`src/rtl/sdmbs_pkg.sv`:
```
package sdmbs_pkg;

    // Bank-select codes for a mode-register-set command
    localparam logic [1:0] SDMBS_BA_BASE   = 2'h0;
    localparam logic [1:0] SDMBS_BA_STATUS = 2'h1;
    localparam logic [1:0] SDMBS_BA_EXT    = 2'h2;

    // Command codes {cs_n, ras_n, cas_n, we_n}
    localparam logic [3:0] SDMBS_CMD_MRS   = 4'h0;
    localparam logic [3:0] SDMBS_CMD_READ  = 4'h5;
    localparam logic [3:0] SDMBS_CMD_WRITE = 4'h4;
    localparam logic [3:0] SDMBS_CMD_BST   = 4'h6;

    // Base mode register field positions
    localparam int SDMBS_BL_LSB   = 0;
    localparam int SDMBS_BT_BIT   = 3;
    localparam int SDMBS_CL_LSB   = 4;
    // Extended mode register field positions
    localparam int SDMBS_PARTIAL_REFRESH_REGION_LSB = 0;
    localparam int SDMBS_DS_LSB   = 5;

    // Field codes
    localparam logic [2:0] SDMBS_BL2_CODE  = 3'h1;
    localparam logic [2:0] SDMBS_BL4_CODE  = 3'h2;
    localparam logic [2:0] SDMBS_BL8_CODE  = 3'h3;
    localparam logic [2:0] SDMBS_BL16_CODE = 3'h4;
    localparam logic [2:0] SDMBS_CL2_CODE  = 3'h2;
    localparam logic [2:0] SDMBS_CL3_CODE  = 3'h3;
    localparam logic [2:0] SDMBS_PR_FULL   = 3'h0;
    localparam logic [2:0] SDMBS_PR_HALF   = 3'h1;
    localparam logic [2:0] SDMBS_PR_QUART  = 3'h2;

    // Reset values of the stored registers
    localparam logic [12:0] SDMBS_MODE_RST = 13'h0032;
    localparam logic [12:0] SDMBS_EXT_RST  = 13'h0000;

    // Status register selector defined for readout
    localparam logic [12:0] SDMBS_STAT_SEL0 = 13'h0000;

    // Region coverage codes
    typedef enum logic [1:0] {
        SDMBS_COV_FULL  = 2'h0,
        SDMBS_COV_HALF  = 2'h1,
        SDMBS_COV_QUART = 2'h2
    } sdmbs_cov_type;

    // One sampled command
    typedef struct packed {
        logic [3:0]  cmd;
        logic [1:0]  ba;
        logic [12:0] addr;
    } sdmbs_cmd_type;

    // One beat on the column sequencer output
    typedef struct packed {
        logic       valid;
        logic       is_read;
        logic       is_status;
        logic [8:0] col;
    } sdmbs_beat_type;

endpackage : sdmbs_pkg

```
`src/rtl/sdmbs_core.sv`:
```
module sdmbs_core
    import sdmbs_pkg::*;
#(
    parameter logic [2:0] BL2_CODE  = SDMBS_BL2_CODE,
    parameter logic [2:0] BL4_CODE  = SDMBS_BL4_CODE,
    parameter logic [2:0] BL8_CODE  = SDMBS_BL8_CODE,
    parameter logic [2:0] BL16_CODE = SDMBS_BL16_CODE,
    parameter logic [2:0] CL2_CODE  = SDMBS_CL2_CODE,
    parameter logic [2:0] CL3_CODE  = SDMBS_CL3_CODE,
    parameter logic [2:0] PR_FULL   = SDMBS_PR_FULL,
    parameter logic [2:0] PR_HALF   = SDMBS_PR_HALF,
    parameter logic [2:0] PR_QUART  = SDMBS_PR_QUART,
    parameter bit         HAS_BL16  = 1'b1
)(
    input  wire logic          clk,
    input  wire logic          reset,
    input  wire sdmbs_cmd_type cmd_in,
    input  wire logic          deep_pd_enter,
    input  wire logic          self_refresh,
    input  wire logic [15:0]   status_value,
    output sdmbs_beat_type     beat_out,
    output logic               rdata_valid,
    output logic [15:0]        rdata_status,
    output logic [12:0]        mode_reg,
    output logic [12:0]        ext_reg,
    output logic [2:0]         drive_strength,
    output sdmbs_cov_type      refresh_cover,
    output logic               status_pending,
    output logic               mode_err
);

    // Burst sequencer states
    typedef enum logic [2:0] {
        SDMBS_IDLE  = 3'b001,
        SDMBS_BURST = 3'b010,
        SDMBS_WAITS = 3'b100
    } sdmbs_st_type;

    // Synchronised command bus and strap inputs
    sdmbs_cmd_type cmd_s1_r, cmd_r;
    logic          dpd_s1_r, dpd_r, sr_s1_r, sr_r;

    sdmbs_st_type  st_r;            // Sequencer state
    logic [3:0]    beat_r;          // Beat counter
    logic [3:0]    last_r;          // Last beat of the burst
    logic [8:0]    start_r;         // Start column
    logic          rd_r, stat_r;    // Read and status flags
    logic          ilv_r;           // Latched order
    logic [3:0]    mask_r;          // Latched length mask
    logic [8:0]    col_w;           // Generated column
    logic [2:0]    lat_sr_r;        // Read latency shift line
    logic [2:0]    stat_sr_r;       // Status marker shift line
    logic [15:0]   rdata_nxt;       // Next status readout

    // Decoded command strobes
    logic is_mrs, is_read, is_write, is_bst;
    assign is_mrs   = cmd_r.cmd == SDMBS_CMD_MRS;
    assign is_read  = cmd_r.cmd == SDMBS_CMD_READ;
    assign is_write = cmd_r.cmd == SDMBS_CMD_WRITE;
    assign is_bst   = cmd_r.cmd == SDMBS_CMD_BST;

    // Length mask from the programmed code
    logic [3:0] len_mask;
    always_comb begin
        unique case (mode_reg[SDMBS_BL_LSB +: 3])
            BL2_CODE:  len_mask = 4'h1;
            BL4_CODE:  len_mask = 4'h3;
            BL8_CODE:  len_mask = 4'h7;
            BL16_CODE: len_mask = HAS_BL16 ? 4'hF : 4'h7;
            default:   len_mask = 4'h7;
        endcase
    end

    // Two-stage input synchronisers
    always_ff @(posedge clk or posedge reset) begin
        if (reset) begin
            cmd_s1_r <= '{cmd: 4'hF, ba: 2'h0, addr: 13'h0000};
            cmd_r    <= '{cmd: 4'hF, ba: 2'h0, addr: 13'h0000};
            dpd_s1_r <= 1'b0;
            dpd_r    <= 1'b0;
            sr_s1_r  <= 1'b0;
            sr_r     <= 1'b0;
        end else begin
            cmd_s1_r <= cmd_in;
            cmd_r    <= cmd_s1_r;
            dpd_s1_r <= deep_pd_enter;
            dpd_r    <= dpd_s1_r;
            sr_s1_r  <= self_refresh;
            sr_r     <= sr_s1_r;
        end
    end

    // Base mode register
    always_ff @(posedge clk or posedge reset) begin
        if (reset) begin
            mode_reg <= SDMBS_MODE_RST;
        end else if (dpd_r) begin
            mode_reg <= SDMBS_MODE_RST;  // Lost in deep power down
        end else if (is_mrs && cmd_r.ba == SDMBS_BA_BASE) begin
            mode_reg <= cmd_r.addr;
        end
    end

    // Extended mode register
    always_ff @(posedge clk or posedge reset) begin
        if (reset) begin
            ext_reg <= SDMBS_EXT_RST;
        end else if (dpd_r) begin
            ext_reg <= SDMBS_EXT_RST;
        end else if (is_mrs && cmd_r.ba == SDMBS_BA_EXT) begin
            ext_reg <= cmd_r.addr;
        end
    end

    // Drive strength and refresh coverage outputs
    always_ff @(posedge clk or posedge reset) begin
        if (reset) begin
            drive_strength <= 3'h0;
            refresh_cover  <= SDMBS_COV_FULL;
        end else begin
            drive_strength <= ext_reg[SDMBS_DS_LSB +: 3];
            if (!sr_r) begin
                refresh_cover <= SDMBS_COV_FULL;
            end else if (ext_reg[SDMBS_PARTIAL_REFRESH_REGION_LSB +: 3] == PR_HALF) begin
                refresh_cover <= SDMBS_COV_HALF;
            end else if (ext_reg[SDMBS_PARTIAL_REFRESH_REGION_LSB +: 3] == PR_QUART) begin
                refresh_cover <= SDMBS_COV_QUART;
            end else begin
                refresh_cover <= SDMBS_COV_FULL;
            end
        end
    end

    // Reserved code detection, for the user side
    always_ff @(posedge clk or posedge reset) begin
        if (reset) begin
            mode_err <= 1'b0;
        end else begin
            mode_err <= (mode_reg[SDMBS_CL_LSB +: 3] != CL2_CODE
                      && mode_reg[SDMBS_CL_LSB +: 3] != CL3_CODE)
                      || (ext_reg[SDMBS_PARTIAL_REFRESH_REGION_LSB +: 3] != PR_FULL
                      && ext_reg[SDMBS_PARTIAL_REFRESH_REGION_LSB +: 3] != PR_HALF
                      && ext_reg[SDMBS_PARTIAL_REFRESH_REGION_LSB +: 3] != PR_QUART);
        end
    end

    // Status request flag, set wins over clear
    always_ff @(posedge clk or posedge reset) begin
        if (reset) begin
            status_pending <= 1'b0;
        end else if (is_mrs && cmd_r.ba == SDMBS_BA_STATUS
                     && cmd_r.addr == SDMBS_STAT_SEL0) begin
            status_pending <= 1'b1;
        end else if (is_read || dpd_r) begin
            status_pending <= 1'b0;
        end
    end

    // Burst sequencer
    always_ff @(posedge clk or posedge reset) begin
        if (reset) begin
            st_r    <= SDMBS_IDLE;
            beat_r  <= 4'h0;
            last_r  <= 4'h0;
            start_r <= 9'h000;
            rd_r    <= 1'b0;
            stat_r  <= 1'b0;
            ilv_r   <= 1'b0;
            mask_r  <= 4'h1;
        end else if (is_read || is_write) begin
            st_r    <= SDMBS_BURST;
            beat_r  <= 4'h0;
            start_r <= cmd_r.addr[8:0];
            rd_r    <= is_read;
            stat_r  <= is_read && status_pending;
            ilv_r   <= mode_reg[SDMBS_BT_BIT];
            // Same length for reads and writes; status fixed two
            mask_r  <= (is_read && status_pending) ? 4'h1 : len_mask;
            last_r  <= (is_read && status_pending) ? 4'h1
                                                   : len_mask;
        end else begin
            unique case (st_r)
                SDMBS_IDLE: begin
                    beat_r <= 4'h0;
                end
                SDMBS_BURST: begin
                    // Terminate ends a read early
                    if (beat_r == last_r || (is_bst && rd_r)) begin
                        st_r <= SDMBS_WAITS;
                    end
                    beat_r <= 4'(beat_r + 4'h1);
                end
                SDMBS_WAITS: begin
                    st_r <= SDMBS_IDLE;
                end
                default: st_r <= SDMBS_IDLE;
            endcase
        end
    end

    // Column generator
    sdmbs_colgen sdmbs_colgen_inst (
        .start_col  (start_r),
        .beat       (beat_r),
        .len_mask   (mask_r),
        .interleave (ilv_r),
        .col        (col_w)
    );

    // Registered beat output
    always_ff @(posedge clk or posedge reset) begin
        if (reset) begin
            beat_out <= '0;
        end else begin
            beat_out.valid     <= st_r == SDMBS_BURST;
            beat_out.is_read   <= rd_r;
            beat_out.is_status <= stat_r;
            beat_out.col       <= col_w;
        end
    end

    // Latency line: read launch delayed by CL minus one
    always_ff @(posedge clk or posedge reset) begin
        if (reset) begin
            lat_sr_r  <= 3'h0;
            stat_sr_r <= 3'h0;
        end else begin
            lat_sr_r  <= {lat_sr_r[1:0], is_read};
            stat_sr_r <= {stat_sr_r[1:0], is_read && status_pending};
        end
    end

    // First data strobe, CL2 one cycle, CL3 two cycles later
    logic lat_hit, stat_hit;
    assign lat_hit  = (mode_reg[SDMBS_CL_LSB +: 3] == CL3_CODE)
                      ? lat_sr_r[1] : lat_sr_r[0];
    assign stat_hit = (mode_reg[SDMBS_CL_LSB +: 3] == CL3_CODE)
                      ? stat_sr_r[1] : stat_sr_r[0];
    assign rdata_nxt = stat_hit ? status_value : 16'h0000;

    // Read data marker and status contents
    always_ff @(posedge clk or posedge reset) begin
        if (reset) begin
            rdata_valid  <= 1'b0;
            rdata_status <= 16'h0000;
        end else begin
            rdata_valid  <= lat_hit;
            rdata_status <= rdata_nxt;
        end
    end
endmodule : sdmbs_core

```
`src/rtl/sdmbs_colgen.sv`:
```
// Offset k of a burst inside the aligned block
module sdmbs_colgen
    import sdmbs_pkg::*;
(
    input  wire logic [8:0] start_col,
    input  wire logic [3:0] beat,
    input  wire logic [3:0] len_mask,
    input  wire logic       interleave,
    output logic [8:0]      col
);
    logic [3:0] offs; // Offset inside the block
    always_comb begin
        // Interleave xors, sequential adds; mask wraps in the block
        if (interleave) begin
            offs = (start_col[3:0] ^ beat) & len_mask;
        end else begin
            offs = 4'(start_col[3:0] + beat) & len_mask;
        end
        // Upper bits keep the aligned block
        col = (start_col & ~{5'h00, len_mask}) | {5'h00, offs};
    end
endmodule : sdmbs_colgen

```
`config.mk`:
```
export PLATFORM = sky130hd
export DESIGN_NAME = sdmbs_core
export DESIGN_NICKNAME = d
export VERILOG_FILES = /design/src/rtl/sdmbs_pkg.sv /design/src/rtl/sdmbs_core.sv /design/src/rtl/sdmbs_colgen.sv
export SDC_FILE = /design/constraint.sdc
export NUM_CORES = 1
export LEC_CHECK = 0
export BUFFER_PORTS_ARGS = -buffer_cell sky130_fd_sc_hd__buf_2
export CORE_AREA = 8 8 107 109
export DETAILED_ROUTE_END_ITERATION = 6
export DIE_AREA = 0 0 115 117
export GPL_TIMING_DRIVEN = 0
export MAX_ROUTING_LAYER = met4
export PLACE_DENSITY_LB_ADDON = 0.2
export RECOVER_POWER = 25
export SYNTH_ARGS = -nofsm -noshare
export SYNTH_HDL_FRONTEND = slang
export SYNTH_SLANG_ARGS = --single-unit
```
`constraint.sdc`:
```
create_clock -name clk -period 4.66 [get_ports clk]
set_input_delay 0.932 -clock clk [delete_from_list [all_inputs] [get_ports clk]]
set_output_delay 0.932 -clock clk [all_outputs]
set_load 0.005 [all_outputs]
```
==> impl_metrics.py, run 1 <==
metrics = {
    "logic_synthesis": {
        "ys.warnings.count": 0,
        "yosysSeqAreaShare": 0.719,
        "yosys-top-cells-area": "dfrtp_1, dfstp_2, nand2_1",
        "synth.top_cell.area_share": 0.650,
        "syn_area_per_cell_um2": 12.9,
        "synthArstFlopShare": 1.00,
        "synthesis.area_um2": 4580,
        "yosysTopAreaCell": "dfrtp_1",
        "ys_types": 45,
        "ys_seq_elements": 131,
        "netlist_instances": 354,
        "synth_ff_type": "dfrtp_1",
        "synthesis.nets": 398,
        "synth_edf_count": 0,
    },
    "layout": {
        "fin_cells": 623,
        "drive_gt1_frac": 0.322,
        "nNetsFinal": 518,
        "post-route-util": 0.595,
        "area_growth_pct": 28.8,
        "layout_common_cells": "dfrtp_1, buf_2, nand2_1, nor2_1",
        "diodes": 0,
        "fill_cells": 861,
        "reg.largest.list": "cmd_r (19), cmd_s1_r (19), rdata_status (16)",
        "layout_commonest_cell": "dfrtp_1",
    },
    "cts": {
        "cts.sinks": 131,
        "cts_tree": "done",
        "cts_buffer_depth": 2,
        "clkTransAtPathRegs_ns": 0.06,
        "cts_root_buffer": "clkbuf_8",
        "cts.htree.levels": 4,
        "post-cts-setup-buffers": 0,
        "holdBufCountCts": 0,
        "cts_resized": 0,
        "clk_latency_ns": 0.51,
        "cts_buffers": 17,
    },
    "timing": {
        "max_freq_mhz": 468,
        "tns_ns": 0,
        "grt_setup_unrepaired": "false",
        "maxSlewViolCount": 36,
        "finalCritPeriodShare": 0.458,
        "period_minus_slack_ns": 2.14,
        "worstMarginPinSlew_ns": 1.54,
        "fin_skew_ns": 0.00722,
        "setup_violations": 0,
        "hold_viol": 0,
        "max-slew-margin-rel": -0.0292,
    },
    "grt": {
        "antenna_found_initial": 0,
        "overflow": 0,
        "grt_pass1_vias": 3127,
        "grt_max_degree": 97,
        "grt_usage": 0.156,
        "grt_first_pass_wirelength_um": 15500,
    },
    "setup_path": {
        "r2r-start": "cmd_r[17]",
        "crit_cells": 1,
        "endpoint_kind": "output port",
        "crit_slowest_cell": "dfstp_2",
        "crit_start": "mode_reg[1]",
        "ff2ff_setup_slack_ns": 2.77,
        "crit_path_cell_trace": "buf_2",
        "start_kind": "flip-flop",
        "cp.required_ns": 3.73,
        "crit_family": "flip-flops",
        "crit_type": "flip-flop to output port",
        "slowest_delay_ns": 0.56,
        "reg2reg_depth": 6,
        "path_max_fanout": 5,
        "cp.arrival_ns": 1.20,
        "crit_buf_inv": 1,
    },
    "detailed_routing": {
        "drtPass1Iterations": 4,
        "drtIter0Drc": 97,
        "vias": 2977,
        "finalWirelength_um": 9630,
        "drc": 0,
        "routedWlPerCell_um": 15.5,
        "routed_via_density": 4.78,
        "ant_nets": 0,
    },
    "min_path": {
        "whs_path_depth": 0,
        "hp-class": "flip-flop to flip-flop",
        "hold_start": "sr_s1_r",
    },
    "power": {
        "p_per_area_nw_per_um2": 460,
        "ir_worst_vdd_mv": 0.220,
        "leakage_nw": 3.02,
    },
    "status": {
        "outcome": "finished, violations left",
        "violations": "max-capacitance violations, max-slew violations",
    },
    "placed_design": {
        "port-buffer-count": 100,
        "dp_cells": 591,
        "dp_hpwl_um": 6630,
        "gp_congestion": 0.766,
    },
    "flow_run": {
        "maxCapViolCount": 1,
    },
    "die": {
        "core_area_um2": 9910,
        "pin_count": 101,
        "start_util": 0.462,
        "rows": 37,
        "die_area_um2": 13500,
        "die_h_um": 117,
        "die_x_um": 115,
    },
}
## cell type report
| cell class | instances | area (um^2) | area share |
|---|---|---|---|
| Sequential cell | 131 | 3290 | 0.559 |
| Clock buffer | 18 | 418 | 0.0709 |
| Inverter | 8 | 31.3 | 0.00531 |
| Timing Repair Buffer | 101 | 528 | 0.0896 |
| Buffer | 12 | 65.1 | 0.0110 |
| Multi-Input combinational cell | 203 | 1190 | 0.202 |
| Tap cell | 136 | 170 | 0.0289 |
| Clock inverter | 14 | 200 | 0.0340 |
## per-layer routing
layer  up-vias  track usage  wire [um]
li1       1415            -          -
met1      1460        0.184       4120
met2        86        0.248       4820
met3        16       0.0400        501
met4         0       0.0727        178
met5         -            -          0
## worst register-to-register path, delay by kind of cell (launching register included)
| family | cells | cell delay (ns) |
|---|---|---|
| AND/OR/NAND/NOR | 3 | 0.64 |
| buffers and inverters | 3 | 0.57 |
| flip-flops | 1 | 0.55 |
## kinds of logic (layout without fill, tap and decap cells)
group / after synthesis / in the layout / share of synthesized area
DFF: 131 / 131 / 0.719
xor gates and xnor gates: 7 / 7 / 0.0134
AOI/OAI and AO/OA: 37 / 37 / 0.0465
muxes: 16 / 16 / 0.0353
and+or+nand+nor: 138 / 138 / 0.149
adders and majority gates: 5 / 5 / 0.0153
buffers and inverters: 20 / 153 / 0.0208
## metrics by stage
step	setup WS (ns)	total power [mW]	hold slack, ns	cell area (um^2)
detailed placement	2.81	1.37	0.335	5280
floorplan	0.250	1.30	0.331	4580
CTS	2.50	2.74	0.347	5900
global route	2.48	2.81	0.345	5900
global placement	-1.02	1.36	0.332	5250
finish	2.52	2.71	0.346	5900
## path summary, 6_finish.rpt
| check | to |
|---|---|
| worst max-delay path | mode_reg[1] |
| min in group asynchronous | cmd_s1_r[8] |
| worst min-delay path | sr_r |
| worst max register to register | start_r[4] |
| max in group asynchronous | st_r[0] |
| worst min register to register | sr_r |
## where the power goes
part | internal (mW) | total [mW] | switching, mW
sequential | 1.19 | 1.23 | 0.0317
combinational | 0.0501 | 0.116 | 0.0664
clock | 0.876 | 1.37 | 0.494
total | 2.12 | 2.71 | 0.592
## synthesized netlist by cell type (all sizes together) (2+ instances only)
cell type    n
nand4        2
a21o         2
buf          5
o21ai       12
dfstp       12
a21oi       16
nor4bb       2
nor4         5
clkbuf       7
nor2b       16
nor3b        3
inv          8
nor2        21
and2         2
ha           4
dfrtp      119
xnor2        6
or3          3
nand3        2
mux2i       15
nand3b       7
nand2       68
Note: power is estimated with default switching activity, not from simulation.
==> run 2, diff against run 1 <==
ABC_AREA = 1   (was default)
CORE_AREA = 8 8 109 111   (was 8 8 107 109)
DIE_AREA = 0 0 117 119   (was 0 0 115 117)
clock period = 1.9 ns   (was 4.66 ns; I/O delays follow)
==> impl_metrics.py, run 2 <==
metrics = {
    "status": {
        "outcome": "complete, no violations",
    },
    "setup_path": {
        "cp.arrival_ns": 1.27,
        "crit_buf_inv": 1,
        "crit_slowest_cell": "dfstp_1",
        "slowest_delay_ns": 0.61,
        "start_kind": "flip-flop",
        "endpoint_kind": "output port",
        "crit_start": "mode_reg[5]",
        "cp.required_ns": 1.52,
        "path_max_fanout": 4,
        "r2r-start": "beat_r[0]",
        "crit_path_cell_trace": "buf_2",
        "crit_type": "flip-flop to output port",
        "crit_family": "flip-flops",
    },
    "detailed_routing": {
        "ant_nets": 0,
        "drtIter0Drc": 140,
        "finalWirelength_um": 10000,
        "routedWlPerCell_um": 14.3,
        "routed_via_density": 4.58,
        "drc": 0,
        "vias": 3213,
        "drtPass1Iterations": 4,
    },
    "die": {
        "core_area_um2": 10100,
        "die_area_um2": 13900,
        "die_x_um": 117,
        "start_util": 0.466,
        "die_h_um": 119,
        "rows": 37,
        "pin_count": 101,
    },
    "layout": {
        "area_growth_pct": 32.8,
        "layout_commonest_cell": "dfrtp_1",
        "layout_common_cells": "dfrtp_1, buf_2, nand2_1, inv_1, nor2_1",
        "drive_gt1_frac": 0.320,
        "nNetsFinal": 596,
        "reg.largest.list": "cmd_r (19), cmd_s1_r (19), rdata_status (16)",
        "fin_cells": 701,
        "diodes": 0,
        "fill_cells": 851,
    },
    "grt": {
        "grt_pass1_vias": 3512,
        "antenna_found_initial": 0,
        "grt_usage": 0.161,
        "grt_max_degree": 39,
        "overflow": 0,
        "grt_first_pass_wirelength_um": 16700,
    },
    "cts": {
        "cts_resized": 0,
        "cts_tree": "done",
        "cts_root_buffer": "clkbuf_8",
        "cts.sinks": 131,
        "cts_buffer_depth": 2,
        "cts.htree.levels": 4,
        "clkTransAtPathRegs_ns": 0.06,
        "cts_buffers": 17,
        "clk_latency_ns": 0.51,
    },
    "logic_synthesis": {
        "synth_top_family_by_area": "simple AND/OR/NAND/NOR gates",
        "yosysTopAreaCell": "dfrtp_1",
        "synthAdderAreaFrac": 0.0149,
        "yosys.area_share.simple": 0.154,
        "synth.top_cell.area_share": 0.633,
        "ys_seq_elements": 131,
        "synthesis.area_um2": 4710,
        "synthArstFlopShare": 1.00,
        "synth_ff_type": "dfrtp_1",
        "yosys-top-cells-count": "dfrtp_1, nand2_1, inv_1, nor2_1, nand3_1",
        "synth_edf_count": 0,
        "synth_xor_area_frac": 0.0130,
        "yosysMostFrequentCell": "dfrtp_1",
        "netlist_instances": 408,
        "yosys-top-cells-area": "dfrtp_1, dfstp_2, nand2_1",
        "syn_area_per_cell_um2": 11.5,
        "yosysSeqAreaShare": 0.700,
        "synthesis.nets": 452,
        "muxShareOfSynthArea": 0.00718,
        "ys.warnings.count": 0,
        "ys_types": 33,
        "synth-compound-area-share": 0.0468,
    },
    "timing": {
        "hold-worst-slack_ns": 0.0683,
        "tns_ns": 0,
        "grt_setup_unrepaired": "false",
        "worstMarginPinSlew_ns": 0.701,
        "period_minus_slack_ns": 1.65,
        "fin_skew_ns": 0.00762,
        "max_freq_mhz": 608,
        "maxSlewViolCount": 0,
        "hold_viol": 0,
        "max-slew-margin-rel": 0.532,
        "finalCritPeriodShare": 0.866,
        "setup_violations": 0,
    },
    "placed_design": {
        "dp_cells": 647,
        "gp_congestion": 0.746,
        "dp_hpwl_um": 7220,
        "port-buffer-count": 100,
    },
    "min_path": {
        "hold_start": "status_value[14]",
        "hp-class": "input port to flip-flop",
    },
    "power": {
        "ir_worst_vdd_mv": 0.640,
        "p_total_mw": 6.84,
        "leakage_nw": 3.33,
        "p_per_area_nw_per_um2": 1090,
    },
    "flow_run": {
        "maxCapViolCount": 0,
    },
}
-- run 2: through the flow --
step                setup slack [ns]   util  instance area [um^2]
CTS                            0.281  0.620                  6260
finish                         0.255  0.619                  6250
global route                   0.199  0.619                  6250
floorplan                    -0.0934      -                  4710
detailed placement             0.352  0.539                  5440
global placement              -0.838  0.533                  5380
-- run 2: logic make-up (layout without fill, tap and decap cells) --
family	Yosys count	after routing
multiplexers	2	2
flip-flops	131	131
AO/OA/AOI/OAI	33	33
buffers and inverters	69	226
AND/OR/NAND/NOR	161	161
XOR/XNOR	7	7
adder cells (fa/ha/maj)	5	5
-- run 2: cell type report --
type                       instances  area [um^2]  area share
sequential                       131         3290       0.527
multi-input combinational        208         1100       0.176
timing repair buffer             125          779       0.125
clock buffer                      17          414      0.0663
inverter                          60          229      0.0366
clock inverter                    15          183      0.0292
tap                              136          170      0.0272
buffer                             9         78.8      0.0126
-- run 2: worst paths after layout --
path | end | depth (start not counted) | slack (ns)
worst min register to register | cmd_r[12] | 0 | 0.35
worst max-delay path | mode_reg[5] | 1 | 0.25
worst min-delay path | rdata_status[14] | 3 | 0.07
worst max register to register | beat_out[1] | 6 | 0.33
min in group asynchronous | start_r[5] | 3 | 0.52
max in group asynchronous | mode_reg[1] | 5 | 0.48
-- run 2: report_power, final --
part / switching (mW) / internal [mW]
combinational: 0.291 / 0.232
sequential: 0.0980 / 2.98
clock: 1.22 / 2.01
-- run 2: what timing repair did --
| item | 4_1_cts | 5_1_grt |
|---|---|---|
| hold buffers | 22 | 0 |
| buffers inserted | 0 | 0 |
| endpoints found under the hold margin | 44 | 0 |
-- run 2: routing by layer --
layer	up-vias	share of wire	track usage	routed length (um)
met1	1553	0.42	0.183	4240
met4	0	0.019	0.0753	188
met5	-	0	-	0
li1	1561	-	-	-
met3	17	0.052	0.0435	520
met2	82	0.51	0.258	5070
